`config.mk`:
```
export PLATFORM = sky130hd
export DESIGN_NAME = asw_port
export DESIGN_NICKNAME = d
export VERILOG_FILES = /design/src/asw_port.v
export VERILOG_INCLUDE_DIRS = /design/src
export SDC_FILE = /design/constraint.sdc
export NUM_CORES = 1
export LEC_CHECK = 0
export BUFFER_PORTS_ARGS = -buffer_cell sky130_fd_sc_hd__buf_2
export CORE_ASPECT_RATIO = 0.8
export CORE_MARGIN = 5
export CORE_UTILIZATION = 62
export DETAILED_ROUTE_END_ITERATION = 6
export PLACE_DENSITY = 0.81
export SLEW_MARGIN = 20
export SYNTH_ARGS = -nofsm -noshare
export SYNTH_HDL_FRONTEND = slang
export SYNTH_SLANG_ARGS = --single-unit
```
`constraint.sdc`:
```
create_clock -name ref_clk_in -period 4.28 [get_ports ref_clk_in]
set_input_delay 0 -clock ref_clk_in [delete_from_list [all_inputs] [get_ports ref_clk_in]]
set_output_delay 0 -clock ref_clk_in [all_outputs]
set_load 0.01 [all_outputs]
```
`src/asw_defines.vh`:
```
`ifndef ASW_DEFINES_VH
`define ASW_DEFINES_VH
`define ASW_WORD_BITS      24
`define ASW_IN_BITS        16
`define ASW_CNT_W          5
`define ASW_LAST_BIT       5'd24
`define ASW_IN_LAST        5'd16
`define ASW_RES_W          17
`define ASW_PAD_ZERO       4'h0
`define ASW_PRE_KEEP0      3'h0
`define ASW_PRE_KEEP1      3'h4
`define ASW_PRE_LOAD       3'h5
`define ASW_RST_CHAN       5'h00
`define ASW_RST_REJECT     2'h0
`define ASW_RST_GAIN       3'h0
`define ASW_RES_POS_OVER   17'h10000
`define ASW_RES_NEG_UNDER  17'h1ffff
`define ASW_FIFO_DEPTH     32
`define ASW_FIFO_AW        5
`endif

```
`src/asw_port.v`:
```
`timescale 1ns/1ps
`default_nettype none
`include "asw_defines.vh"

module asw_fifo #(
  parameter WIDTH = 17,
  parameter DEPTH = 32,
  parameter AW    = 5
) (
  input  wire             ref_clk_in,
  input  wire             reset_in,
  input  wire             in_valid_in,
  output wire             in_ready_out,
  input  wire [WIDTH-1:0] in_data_in,
  output wire             out_valid_out,
  input  wire             out_ready_in,
  output wire [WIDTH-1:0] out_data_out
);
  reg [WIDTH-1:0] mem_r [0:DEPTH-1];
  reg [AW:0]      wr_r;
  reg [AW:0]      rd_r;
  wire            full;
  wire            empty;
  assign empty         = (wr_r == rd_r);
  assign full          = (wr_r[AW-1:0] == rd_r[AW-1:0]) && (wr_r[AW] != rd_r[AW]);
  assign in_ready_out  = !full;
  assign out_valid_out = !empty;
  assign out_data_out  = mem_r[rd_r[AW-1:0]];
  always @(posedge ref_clk_in)
  begin
    if (in_valid_in && !full)
    begin
      mem_r[wr_r[AW-1:0]] <= in_data_in;
    end
  end
  always @(posedge ref_clk_in)
  begin
    if (reset_in)
    begin
      wr_r <= {(AW+1){1'b0}};
      rd_r <= {(AW+1){1'b0}};
    end
    else
    begin
      if (in_valid_in && !full)
      begin
        wr_r <= wr_r + 1'b1;
      end
      if (out_ready_in && !empty)
      begin
        rd_r <= rd_r + 1'b1;
      end
    end
  end
endmodule

module asw_port (
  // Clock and reset.
  input  wire                   ref_clk_in,
  input  wire                   reset_in,
  // Serial pins.
  input  wire                   serial_clk_in,
  input  wire                   chip_select_n_in,
  input  wire                   serial_in_in,
  output reg                    serial_out_out,
  output reg                    serial_out_oe_out,
  // Converter result stream.
  input  wire                   result_valid_in,
  output wire                   result_ready_out,
  input  wire [`ASW_RES_W-1:0]  result_in,
  input  wire                   over_range_in,
  input  wire                   under_range_in,
  // Conversion control and configuration.
  output reg                    conv_start_out,
  output reg                    single_ended_select_out,
  output reg [3:0]              channel_addr_out,
  output reg                    temp_sensor_select_out,
  output reg                    reject_freq_hi_out,
  output reg                    reject_freq_lo_out,
  output reg                    rate_double_out,
  output reg [2:0]              gain_code_out,
  output reg                    converting_out
);
  // ********************************
  // Pin synchronisers and edge detect.
  // ********************************
  reg  [1:0] sck_s_r;
  reg  [1:0] cs_s_r;
  reg  [1:0] sdi_s_r;
  reg        sck_d_r;
  wire       sel;
  wire       rise;
  wire       fall;
  always @(posedge ref_clk_in)
  begin
    if (reset_in)
    begin
      sck_s_r <= 2'h0;
      cs_s_r  <= 2'h3;
      sdi_s_r <= 2'h0;
      sck_d_r <= 1'b0;
    end
    else
    begin
      sck_s_r <= {sck_s_r[0], serial_clk_in};
      cs_s_r  <= {cs_s_r[0], chip_select_n_in};
      sdi_s_r <= {sdi_s_r[0], serial_in_in};
      sck_d_r <= sck_s_r[1];
    end
  end
  assign sel  = !cs_s_r[1];
  assign rise = sel && sck_s_r[1] && !sck_d_r;
  assign fall = sel && !sck_s_r[1] && sck_d_r;

  // ********************************
  // Result buffering and word format.
  // ********************************
  wire                  fifo_valid;
  wire [`ASW_RES_W-1:0] fifo_data;
  wire                  fifo_ovr;
  wire                  fifo_und;
  reg                   fifo_pop;
  asw_fifo #(
    .WIDTH (`ASW_RES_W + 2),
    .DEPTH (`ASW_FIFO_DEPTH),
    .AW    (`ASW_FIFO_AW)
  ) u_fifo (
    .ref_clk_in    (ref_clk_in),
    .reset_in      (reset_in),
    .in_valid_in   (result_valid_in),
    .in_ready_out  (result_ready_out),
    .in_data_in    ({over_range_in, under_range_in, result_in}),
    .out_valid_out (fifo_valid),
    .out_ready_in  (fifo_pop),
    .out_data_out  ({fifo_ovr, fifo_und, fifo_data})
  );
  reg  [`ASW_RES_W-1:0] code;
  always @*
  begin
    // Offset binary: top bit acts as sign, next 16 as magnitude.
    if (fifo_ovr)
    begin
      code = `ASW_RES_POS_OVER;
    end
    else if (fifo_und)
    begin
      code = `ASW_RES_NEG_UNDER;
    end
    else
    begin
      code = fifo_data;
    end
  end
  // Sign followed by result, overrange gives 11, underrange 00.
  wire                      sign_bit;
  wire                      msb_bit;
  wire [`ASW_WORD_BITS-1:0] word;
  assign sign_bit = fifo_ovr | (!fifo_und & code[16]);
  assign msb_bit  = fifo_ovr | (!fifo_und & !code[16]);
  assign word = {1'b0, 1'b0, sign_bit, msb_bit,
                 code[15:0], `ASW_PAD_ZERO};

  // ********************************
  // Transfer state.
  // ********************************
  localparam ST_IDLE = 1'b0;
  localparam ST_XFER = 1'b1;
  reg                       state_r;
  reg [`ASW_CNT_W-1:0]      fall_cnt_r;
  reg [`ASW_CNT_W-1:0]      in_cnt_r;
  reg [`ASW_WORD_BITS-1:0]  shift_r;
  reg [`ASW_IN_BITS-1:0]    in_r;
  reg                       done_r;
  wire                      ready;
  // Field views of the received word, aligned as if all 16 bits arrived.
  wire [`ASW_IN_BITS-1:0]   in_al;
  wire [2:0]                in_r_top3;
  wire                      in_r_sgl;
  wire [3:0]                in_r_addr;
  assign in_al     = in_r << (`ASW_IN_LAST - in_cnt_r);
  assign in_r_top3 = in_al[15:13];
  assign in_r_sgl  = in_al[12];
  assign in_r_addr = in_al[11:8];
  assign ready = fifo_valid;
  always @(posedge ref_clk_in)
  begin
    if (reset_in)
    begin
      state_r                 <= ST_IDLE;
      fall_cnt_r              <= 5'h00;
      in_cnt_r                <= 5'h00;
      shift_r                 <= 24'h000000;
      in_r                    <= 16'h0000;
      done_r                  <= 1'b0;
      fifo_pop                <= 1'b0;
      conv_start_out          <= 1'b1;
      converting_out          <= 1'b1;
      single_ended_select_out <= 1'b0;
      channel_addr_out        <= 4'h0;
      temp_sensor_select_out  <= 1'b0;
      reject_freq_hi_out      <= 1'b0;
      reject_freq_lo_out      <= 1'b0;
      rate_double_out         <= 1'b0;
      gain_code_out           <= `ASW_RST_GAIN;
      serial_out_out          <= 1'b0;
      serial_out_oe_out       <= 1'b0;
    end
    else
    begin
      conv_start_out <= 1'b0;
      fifo_pop       <= 1'b0;
      done_r         <= 1'b0;
      if (ready && !fifo_pop)
      begin
        converting_out <= 1'b0;
      end
      serial_out_oe_out <= sel;
      case (state_r)
        ST_IDLE:
        begin
          // Done flag follows conversion state live while selected.
          serial_out_out <= !ready;
          fall_cnt_r     <= 5'h00;
          in_cnt_r       <= 5'h00;
          if (sel && ready && !fifo_pop)
          begin
            state_r <= ST_XFER;
            shift_r <= word;
          end
        end
        ST_XFER:
        begin
          if (!sel || done_r)
          begin
            state_r <= ST_IDLE;
          end
          else
          begin
            if (rise && in_cnt_r < `ASW_IN_LAST)
            begin
              in_r     <= {in_r[14:0], sdi_s_r[1]};
              in_cnt_r <= in_cnt_r + 5'h01;
            end
            if (fall)
            begin
              shift_r        <= {shift_r[22:0], 1'b0};
              serial_out_out <= shift_r[22];
              fall_cnt_r     <= fall_cnt_r + 5'h01;
            end
          end
          // Word ends on 24th fall or early deselect; start next conversion.
          if ((fall && fall_cnt_r == `ASW_LAST_BIT - 5'h01) ||
              (!sel && in_cnt_r != 5'h00))
          begin
            done_r         <= 1'b1;
            fifo_pop       <= 1'b1;
            conv_start_out <= 1'b1;
            converting_out <= 1'b1;
            // Settings latch only here, so the delivered word is unaffected.
            if (in_cnt_r >= 5'h08 && in_r_top3 == `ASW_PRE_LOAD)
            begin
              single_ended_select_out <= in_r_sgl;
              channel_addr_out        <= in_r_addr;
              if (in_cnt_r == `ASW_IN_LAST && in_r[7])
              begin
                temp_sensor_select_out <= in_r[6];
                reject_freq_hi_out     <= in_r[5];
                reject_freq_lo_out     <= in_r[4];
                // Temperature mode forces 1x and ignores gain.
                rate_double_out <= in_r[6] ? 1'b0 : in_r[3];
                gain_code_out   <= in_r[6] ? `ASW_RST_GAIN : in_r[2:0];
              end
            end
          end
        end
        default:
        begin
          state_r <= ST_IDLE;
        end
      endcase
    end
  end
endmodule
`default_nettype wire

```
==> flow_summary.ini, run 1 <==
[status]
outcome = finished clean

[place]
gp_congestion = 0.863
dpl_cell_area_um2 = 28100
portBuffers = 41
dpl.hpwl_um = 36400

[grt]
antenna_found_initial = 0
track_usage_pct = 26.8
grt_pass1_wl_um = 94600
grt_start_max_net_pins = 68
grt-ovfl-total = 0
grt_pass1_vias = 14600

[final_layout]
fin_area_um2 = 30300
final_common_cell = edfxtp_1
drive_gt1_share_pct = 25.2
synthToLayoutAreaGrowth_pct = 11.8
fillCellCount = 2543
fin_util_pct = 70.2
final_net_count = 1554
diodes = 0
final_cell_mix = 608 x edfxtp_1, 167 x mux4_2, 84 x dfxtp_1

[clock_tree]
cts.clk_slew.worst_paths_ns = 0.06
clockRootBuffer = clkbuf_16
cts_hold_buf = 24
cts_tree = yes
clock_path_buffers = 3
insertion_delay_ns = 0.63
numCtsBuffers = 61
post-cts-setup-buffer-count = 0
h-tree-depth = 2
cts_sinks = 695
post_cts_resized = 0

[floorplanning]
ios = 42
initial_core_util_pct = 62.8
rows = 68
core_um2 = 43100
die-area_um2 = 48000
fp.dieW_um = 244
die_h_um = 197

[hold_path]
worstHoldStart = chip_select_n_in
holdPathEnd = cs_s_r[0]$_SDFF_PP1_
min_path_type = in2reg
hold_path_depth = 3

[timing]
fin_crit_ns = 3.42
fin_crit_sh_pct = 79.8
hold_violations = 0
hold_slack_ns = 0.122
rsz0062_at_grt = false
slew_headroom_pct = 39.8
slew_viol_final = 0
clock_skew_ns = 0.0368
fmax_mhz = 293
tightest_slew_ns = 0.900
fin_setup_tns_ns = 0
setup_viol = 0

[detailed_routing]
first_pass_iters = 6
vias_per_cell = 6.83
wl_per_cell_um = 29.9
ant_nets = 0
routed_wl_um = 63600
via_count = 14500
remaining_drc_errors = 0
dr.first_iter.drc_count = 1839

[logic_synthesis]
synth_warnings = 0
synth-seq-cells = 695
syn_avg_cell_area_um2 = 19.0
async_flop_share_pct = 0
synth_xor_area_share_pct = 0.878
yosys.area.top_type = edfxtp_1
ys_seq_area_share_pct = 73.8
synthSimpleGateAreaFrac_pct = 4.32
yosys.cell_types.count = 56
ys.flop_type = edfxtp_1
synth-edff-count = 608
syn_inst = 1426
synth_top_area_share_pct = 67.4
synthesis.nets = 1462
synth_mux_area_share_pct = 14.7
synth_top_family_by_area = multiplexers
netlist_area_um2 = 27100
synthTopCellsByArea = edfxtp_1 67%, mux4_2 14%, dfxtp_1 6.4%
synth_compound_area_share_pct = 4.18
synthAdderAreaFrac_pct = 0.508

[critical_path]
required_ns = 4.81
critPathKind = reg2reg
cp-start-kind = register
r2r_slack_ns = 0.86
r2r_start = in_cnt_r[1]$_SDFFE_PP0P_
slowest_delay_ns = 0.77
critPathMaxFanout = 18
timing.critical_path.cells = inv_1, ha_1, mux4_2, mux2i_1, mux2_4, or4b_4, or4b_1, a21oi_1
slowest_stage = ha_1
end_kind = register
r2r-end = gain_code_out[1]$_SDFFE_PP0P_
r2r_cells = 8
worstPathArrival_ns = 3.95

[pwr]
power_mw = 13.1
p_leak_nw = 9.41
irDropWorstVdd_mv = 0.455
power_density_nw_per_um2 = 433

[flow_run]
cap_viol_max_count = 0
==> sequential cells by signal (all words and copies together) (netlist names), 2 cells and up, named ones only <==
| name | cells |
|---|---|
| in_cnt_r | 5 |
| fall_cnt_r | 5 |
| channel_addr_out | 4 |
| sck_s_r | 2 |
| cs_s_r | 2 |
| gain_code_out | 3 |
| u_fifo.rd_r | 6 |
| shift_r | 19 |
| u_fifo.mem_r | 608 |
| u_fifo.wr_r | 6 |
| in_r | 16 |
| sdi_s_r | 2 |
==> cells in the mapped netlist (10+ instances only) <==
master,count
inv_1,12
mux4_2,167
nor2_1,88
a21oi_1,31
nor3_1,19
ha_1,11
nand2_1,52
mux2i_1,19
edfxtp_1,608
nand3_1,12
o41ai_1,15
nand4_1,10
dfxtp_1,87
clkbuf_1,51
a221oi_1,15
xor2_1,19
buf_2,26
o22ai_1,68
==> worst max path at each step <==
| stage | start | to | depth (start not counted) |
|---|---|---|---|
| 2_1_floorplan | in_cnt_r[0]$_SDFFE_PP0P_ | gain_code_out[1]$_SDFFE_PP0P_ | 13 |
| 3_3_place_gp | in_cnt_r[1]$_SDFFE_PP0P_ | gain_code_out[2]$_SDFFE_PP0P_ | 8 |
| 3_5_place_dp | in_cnt_r[1]$_SDFFE_PP0P_ | rate_double_out$_SDFFE_PP0P_ | 8 |
| 4_1_cts | in_cnt_r[1]$_SDFFE_PP0P_ | gain_code_out[0]$_SDFFE_PP0P_ | 8 |
| 5_1_grt | in_cnt_r[1]$_SDFFE_PP0P_ | gain_code_out[1]$_SDFFE_PP0P_ | 8 |
| 6_report | in_cnt_r[1]$_SDFFE_PP0P_ | gain_code_out[1]$_SDFFE_PP0P_ | 8 |
==> stage by stage <==
step	cells	setup slack [ns]
finish	2130	0.863
global placement	1991	0.995
detailed placement	1991	0.902
CTS	2130	0.876
global route	2130	0.670
floorplan	1426	0.783
==> metal layers <==
metal	global-route usage, %	vias up	part of all wire, %
li1	-	6010	-
met1	37.8	7417	38
met2	42.3	948	48
met3	7.04	172	11
met4	8.06	0	3.3
met5	0	-	0
==> area by class of cell <==
cell class | count | area, µm² | area share [%]
sequential | 695 | 20000 | 66.0
multi-input combinational | 632 | 6740 | 22.2
clock buffer | 75 | 1590 | 5.24
timing repair buffer | 116 | 878 | 2.90
tap | 560 | 701 | 2.31
clock inverter | 40 | 340 | 1.12
inverter | 12 | 45.0 | 0.149
==> power breakdown <==
part	total (mW)	internal (mW)	switching [mW]
registers	7.43	7.41	0.0227
clock network	5.38	2.95	2.43
logic	0.313	0.0830	0.230
total	13.1	10.4	2.69
==> logic make-up after synthesis <==
kind of cell / after synthesis
mux: 188
simple gates: 239
compound gates: 169
xor+xnor: 25
fa+ha+maj: 11
buf+inv: 99
flops: 695
==> critical path: cells and delay by family, from the launching register on <==
kind | cells | cell delay (ns)
compound gates | 1 | 0.16
fa+ha+maj | 1 | 0.77
buf+inv | 1 | 0.08
flops | 1 | 0.51
mux | 3 | 0.73
simple gates | 2 | 1.09
No activity file was read; power rests on OpenSTA's default activity.
==> run 2, diff against run 1 <==
- CORE_UTILIZATION: 62 -> 56
- PLACE_DENSITY: 0.81 -> 0.77
- clock period: 4.28 -> 3.1 ns (I/O delays scaled with it)
==> flow_summary.ini, run 2 (synthesis gave the netlist of run 1 again) <==
[clock_tree]
clockRootBuffer = clkbuf_16
cts_tree = yes
insertion_delay_ns = 0.59
h-tree-depth = 3
numCtsBuffers = 66
post-cts-setup-buffer-count = 0
cts.clk_slew.worst_paths_ns = 0.06
cts_sinks = 695
clock_path_buffers = 3

[critical_path]
r2r_cells = 8
required_ns = 3.61
r2r_start = in_cnt_r[1]$_SDFFE_PP0P_
worstPathArrival_ns = 3.44
cp-start-kind = register
critPathKind = reg2reg
r2r-end = rate_double_out$_SDFFE_PP0P_
worstSetupEndpoint = rate_double_out$_SDFFE_PP0P_
r2r_slack_ns = 0.17
critPathMaxFanout = 12
end_kind = register
crit_start = in_cnt_r[1]$_SDFFE_PP0P_

[grt]
grt_start_max_net_pins = 68
track_usage_pct = 23.5
grt_pass1_vias = 14800
grt-ovfl-total = 0
grt_pass1_wl_um = 93200
antenna_found_initial = 0

[final_layout]
diodes = 0
final_common_cell = edfxtp_1
fillCellCount = 3149
synthToLayoutAreaGrowth_pct = 14.7
multi_input_area_um2 = 6750
fin_area_um2 = 31100
final_net_count = 1597
instances_no_fill = 2241
final_cell_mix = 608 x edfxtp_1, 167 x mux4_2, 83 x dfxtp_1
largest_reg_flops = 608
drive_gt1_share_pct = 27.7
regArea_um2 = 20000
fin_util_pct = 64.6

[floorplanning]
initial_core_util_pct = 56.3
core_um2 = 48100
rows = 72
ios = 42
fp.dieW_um = 256
die-area_um2 = 52900
die_h_um = 207

[timing]
slew_viol_final = 0
hold_violations = 0
fin_crit_ns = 2.93
hold_slack_ns = 0.0295
fmax_mhz = 341
clock_skew_ns = 0.0198
fin_crit_sh_pct = 94.6
rsz0062_at_grt = false
fin_setup_tns_ns = 0
slew_headroom_pct = 46.6
setup_viol = 0
tightest_slew_ns = 0.794

[place]
dpl.hpwl_um = 36400
gp_congestion = 0.852
portBuffers = 41
placed_cells = 2099
dpl_cell_area_um2 = 28700

[detailed_routing]
wl_met1_um = 24500
wl_per_cell_um = 27.7
vias_per_cell = 6.50
ant_nets = 0
via_count = 14600
met3RoutedLength_um = 6080
remaining_drc_errors = 0
first_pass_iters = 5
dr.first_iter.drc_count = 1869
routed_wl_um = 62000
topRoutingLayerUsed = met4
dr_wl_met2_um = 30000

[status]
outcome = finished clean

[hold_path]
min_path_type = in2reg

[flow_run]
cap_viol_max_count = 0

[pwr]
irDropWorstVdd_mv = 0.454
power_density_nw_per_um2 = 602
p_leak_nw = 9.74
-- run 2: cell types whose count changed in the layout (fill, tap and decap cells not counted), sizes merged --
cell         previous run  this run
clkinv                 32        21
bufinv                  5         4
buf                    92       131
clkbuf                 75        90
inv                    15        14
dlygate4sd3            24        23
clkinvlp                0         2
-- run 2: report_power, final --
part	switching, mW	internal (mW)
Sequential	0.0301	10.2
Clock	3.40	4.64
Combinational	0.290	0.118
Total	3.72	15.0
-- run 2: layout make-up --
class	count	share of cell area, %
Clock inverter	29	0.926
Sequential cell	695	64.4
Inverter	12	0.145
Tap cell	629	2.53
Timing Repair Buffer	154	4.22
Multi-Input combinational cell	632	21.7
Clock buffer	90	6.07
-- run 2: worst max-delay path, cell delays in order, from the launching register on --
cell	delay (ns)
dfxtp_1	0.50
inv_1	0.12
ha_4	0.39
mux4_2	0.23
mux2i_1	0.09
mux2_4	0.28
or4b_4	0.61
or4b_1	0.49
a21oi_1	0.15
-- run 2: stage by stage --
stage	setup slack, ns	power (mW)
after floorplan	0.0195	10.6
after global placement	0.0487	10.8
after detailed placement	-0.0947	10.8
after CTS	0.0347	18.8
after global routing	0.0411	19.3
final	0.169	18.7
-- run 2: how the worst min path moves through the flow --
stage	from	endpoint	slack [ns]	depth (start not counted)
after floorplan	result_in[0]	u_fifo.mem_r[0][0]$_DFFE_PP_	0.1	0
after global placement	chip_select_n_in	cs_s_r[0]$_SDFF_PP1_	0.19	2
after detailed placement	chip_select_n_in	cs_s_r[0]$_SDFF_PP1_	0.19	2
after CTS	result_valid_in	u_fifo.wr_r[0]$_SDFFE_PP0P_	0.004	6
after global routing	result_valid_in	u_fifo.wr_r[0]$_SDFFE_PP0P_	0.05	6
final	result_valid_in	u_fifo.wr_r[0]$_SDFFE_PP0P_	0.03	6
-- run 2: timing repair --
action	CTS	global route
endpoints found under the hold margin	625	0
gates resized for setup	1	1
hold buffers	23	0
endpoints found under the setup margin	4	5
-- run 2: per-layer routing --
metal	track usage, %	vias up
met3	5.47	101
li1	-	6110
met5	0	-
met2	38.3	822
met1	33.1	7523
met4	6.07	0
==> run 3, diff against run 2 <==
- CORE_UTILIZATION: 56 -> 55
- PLACE_DENSITY: 0.77 -> 0.76
==> flow_summary.ini, run 3 (synthesis gave the netlist of run 1 again) <==
[timing]
fin_setup_tns_ns = 0
layout_setup_ws_ns = 0.170
fmax_mhz = 341
slew_headroom_pct = 46.5
tightest_slew_ns = 0.803
fin_crit_sh_pct = 94.5
hold_violations = 0
clock_skew_ns = 0.0277
rsz0062_at_grt = false
fin_crit_ns = 2.93
setup_viol = 0
slew_viol_final = 0

[critical_path]
r2r_start = in_cnt_r[0]$_SDFFE_PP0P_
cp.buffers_inverters = 1
r2r_cells = 8
slowest_delay_ns = 0.61
critPathKind = reg2reg
required_ns = 3.63
r2r_slack_ns = 0.17
cp-start-kind = register
critPathMaxFanout = 11
r2r-end = gain_code_out[0]$_SDFFE_PP0P_
worstPathArrival_ns = 3.46
timing.critical_path.cells = inv_1, ha_2, mux4_2, mux2i_1, mux2_4, or4b_4, or4b_1, a21oi_1
crit_family = simple AND/OR/NAND/NOR gates
slowest_stage = or4b_4
end_kind = register

[hold_path]
min_path_type = in2reg
holdPathEnd = cs_s_r[0]$_SDFF_PP1_
worstHoldStart = chip_select_n_in
hold_path_depth = 3

[final_layout]
fin_util_pct = 63.6
diodes = 0
final_net_count = 1589
final_cell_mix = 608 x edfxtp_1, 167 x mux4_2, 83 x dfxtp_1
synthToLayoutAreaGrowth_pct = 14.0
drive_gt1_share_pct = 27.2
largest_reg_flops = 608
fillCellCount = 3169
final_common_cell = edfxtp_1

[grt]
grt_start_max_net_pins = 43
grt_pass1_wl_um = 91600
antenna_found_initial = 0
grt_pass1_vias = 14600
track_usage_pct = 22.3
grt-ovfl-total = 0

[detailed_routing]
met3RoutedLength_um = 5200
wl_met1_um = 24100
dr_wl_met2_um = 29600
topRoutingLayerUsed = met4
routed_wl_um = 60200
remaining_drc_errors = 0
first_pass_iters = 5
vias_per_cell = 6.43
wl_per_cell_um = 26.9
ant_nets = 0
via_count = 14400
dr.first_iter.drc_count = 1460

[floorplanning]
ios = 42
rows = 72
fp.dieW_um = 258
die-area_um2 = 53800
initial_core_util_pct = 55.8
die_h_um = 209
core_um2 = 48600

[pwr]
power_frac_seq_pct = 56.1
irDropWorstVdd_mv = 0.547
p_leak_nw = 9.64
p_sw_share_pct = 20.1
p_comb_share_pct = 2.2
p_sw_mw = 3.67
p_clk_share_pct = 41.6
power_mw = 18.3
power_density_nw_per_um2 = 592
internal_power_mw = 14.6

[clock_tree]
cts.clk_slew.worst_paths_ns = 0.07
cts_sinks = 695
cts_tree = yes
clockRootBuffer = clkbuf_16
clock_path_buffers = 3
numCtsBuffers = 61
post-cts-setup-buffer-count = 0
h-tree-depth = 2
insertion_delay_ns = 0.62

[place]
portBuffers = 41
post-place-ws_ns = 0.171
gp_congestion = 0.862
dpl.hpwl_um = 35700

[flow_run]
cap_viol_max_count = 0

[status]
outcome = finished clean
run 3: cell types whose count changed in the layout (fill, tap and decap cells not counted), moves of 2 or more:
cell	change
clkbuf_16	-7
bufinv_16	+2
clkinv_1	-2
dlygate4sd3_1	+3
clkbuf_1	+2
clkinv_8	-2
buf_4	-5
clkbuf_8	-6
clkinv_4	+2
clkinv_2	+7
run 3: repair_timing:
action                     in CTS  in global routing
hold endpoints to repair      623                  0
gates resized for setup         0                  1
setup endpoints to repair       0                  4
hold buffers                   26                  0
run 3: metrics by stage:
| stage | std cells | cell area [µm²] | hold WS (ns) |
|---|---|---|---|
| finish | 2235 | 30900 | 0.166 |
| global route | 2235 | 30900 | 0.158 |
| CTS | 2235 | 30900 | 0.101 |
| detailed placement | 2093 | 28600 | 0.189 |
| global placement | 2093 | 28600 | 0.183 |
| floorplan | 1426 | 27100 | 0.0989 |
run 3: per-layer routing:
layer	track usage, %	vias to the layer above
met2	36.4	691
met1	32.4	7497
met3	3.90	85
met4	5.01	0
li1	-	6097
met5	0	-
run 3: worst max path at each step:
stage                        startpoint                             to  slack [ns]  cells past startpoint
2_1_floorplan  in_cnt_r[0]$_SDFFE_PP0P_  gain_code_out[1]$_SDFFE_PP0P_        0.02                     13
3_3_place_gp   in_cnt_r[0]$_SDFFE_PP0P_  gain_code_out[2]$_SDFFE_PP0P_        0.23                      8
3_5_place_dp   in_cnt_r[0]$_SDFFE_PP0P_   rate_double_out$_SDFFE_PP0P_        0.17                      8
4_1_cts        in_cnt_r[0]$_SDFFE_PP0P_  gain_code_out[0]$_SDFFE_PP0P_        0.09                      8
5_1_grt        in_cnt_r[0]$_SDFFE_PP0P_  gain_code_out[0]$_SDFFE_PP0P_        0.05                      8
6_report       in_cnt_r[0]$_SDFFE_PP0P_  gain_code_out[0]$_SDFFE_PP0P_        0.17                      8
run 3: tightest hold or removal path, cell delays in order:
cell and delay [ns]:
dlygate4sd3_1 0.55, buf_2 0.11, or2_2 0.09
run 3: power by group through the flow:
stage | Combinational [mW] | Sequential (mW) | Clock, mW
after detailed placement | 0.380 | 10.5 | 0
final | 0.407 | 10.3 | 7.61
after floorplan | 0.156 | 10.5 | 0
after global routing | 0.443 | 10.3 | 8.16
after global placement | 0.358 | 10.5 | 0
after CTS | 0.409 | 10.3 | 7.73
run 3: final cells by class:
cell class	count	area (µm²)	area share, %
multi-input cells	632	6740	21.8
clock buffers	79	1640	5.30
inverters	12	45.0	0.146
repair buffers	151	1280	4.16
well taps	629	787	2.55
clock inverters	37	379	1.23
flip-flops and latches	695	20000	64.8
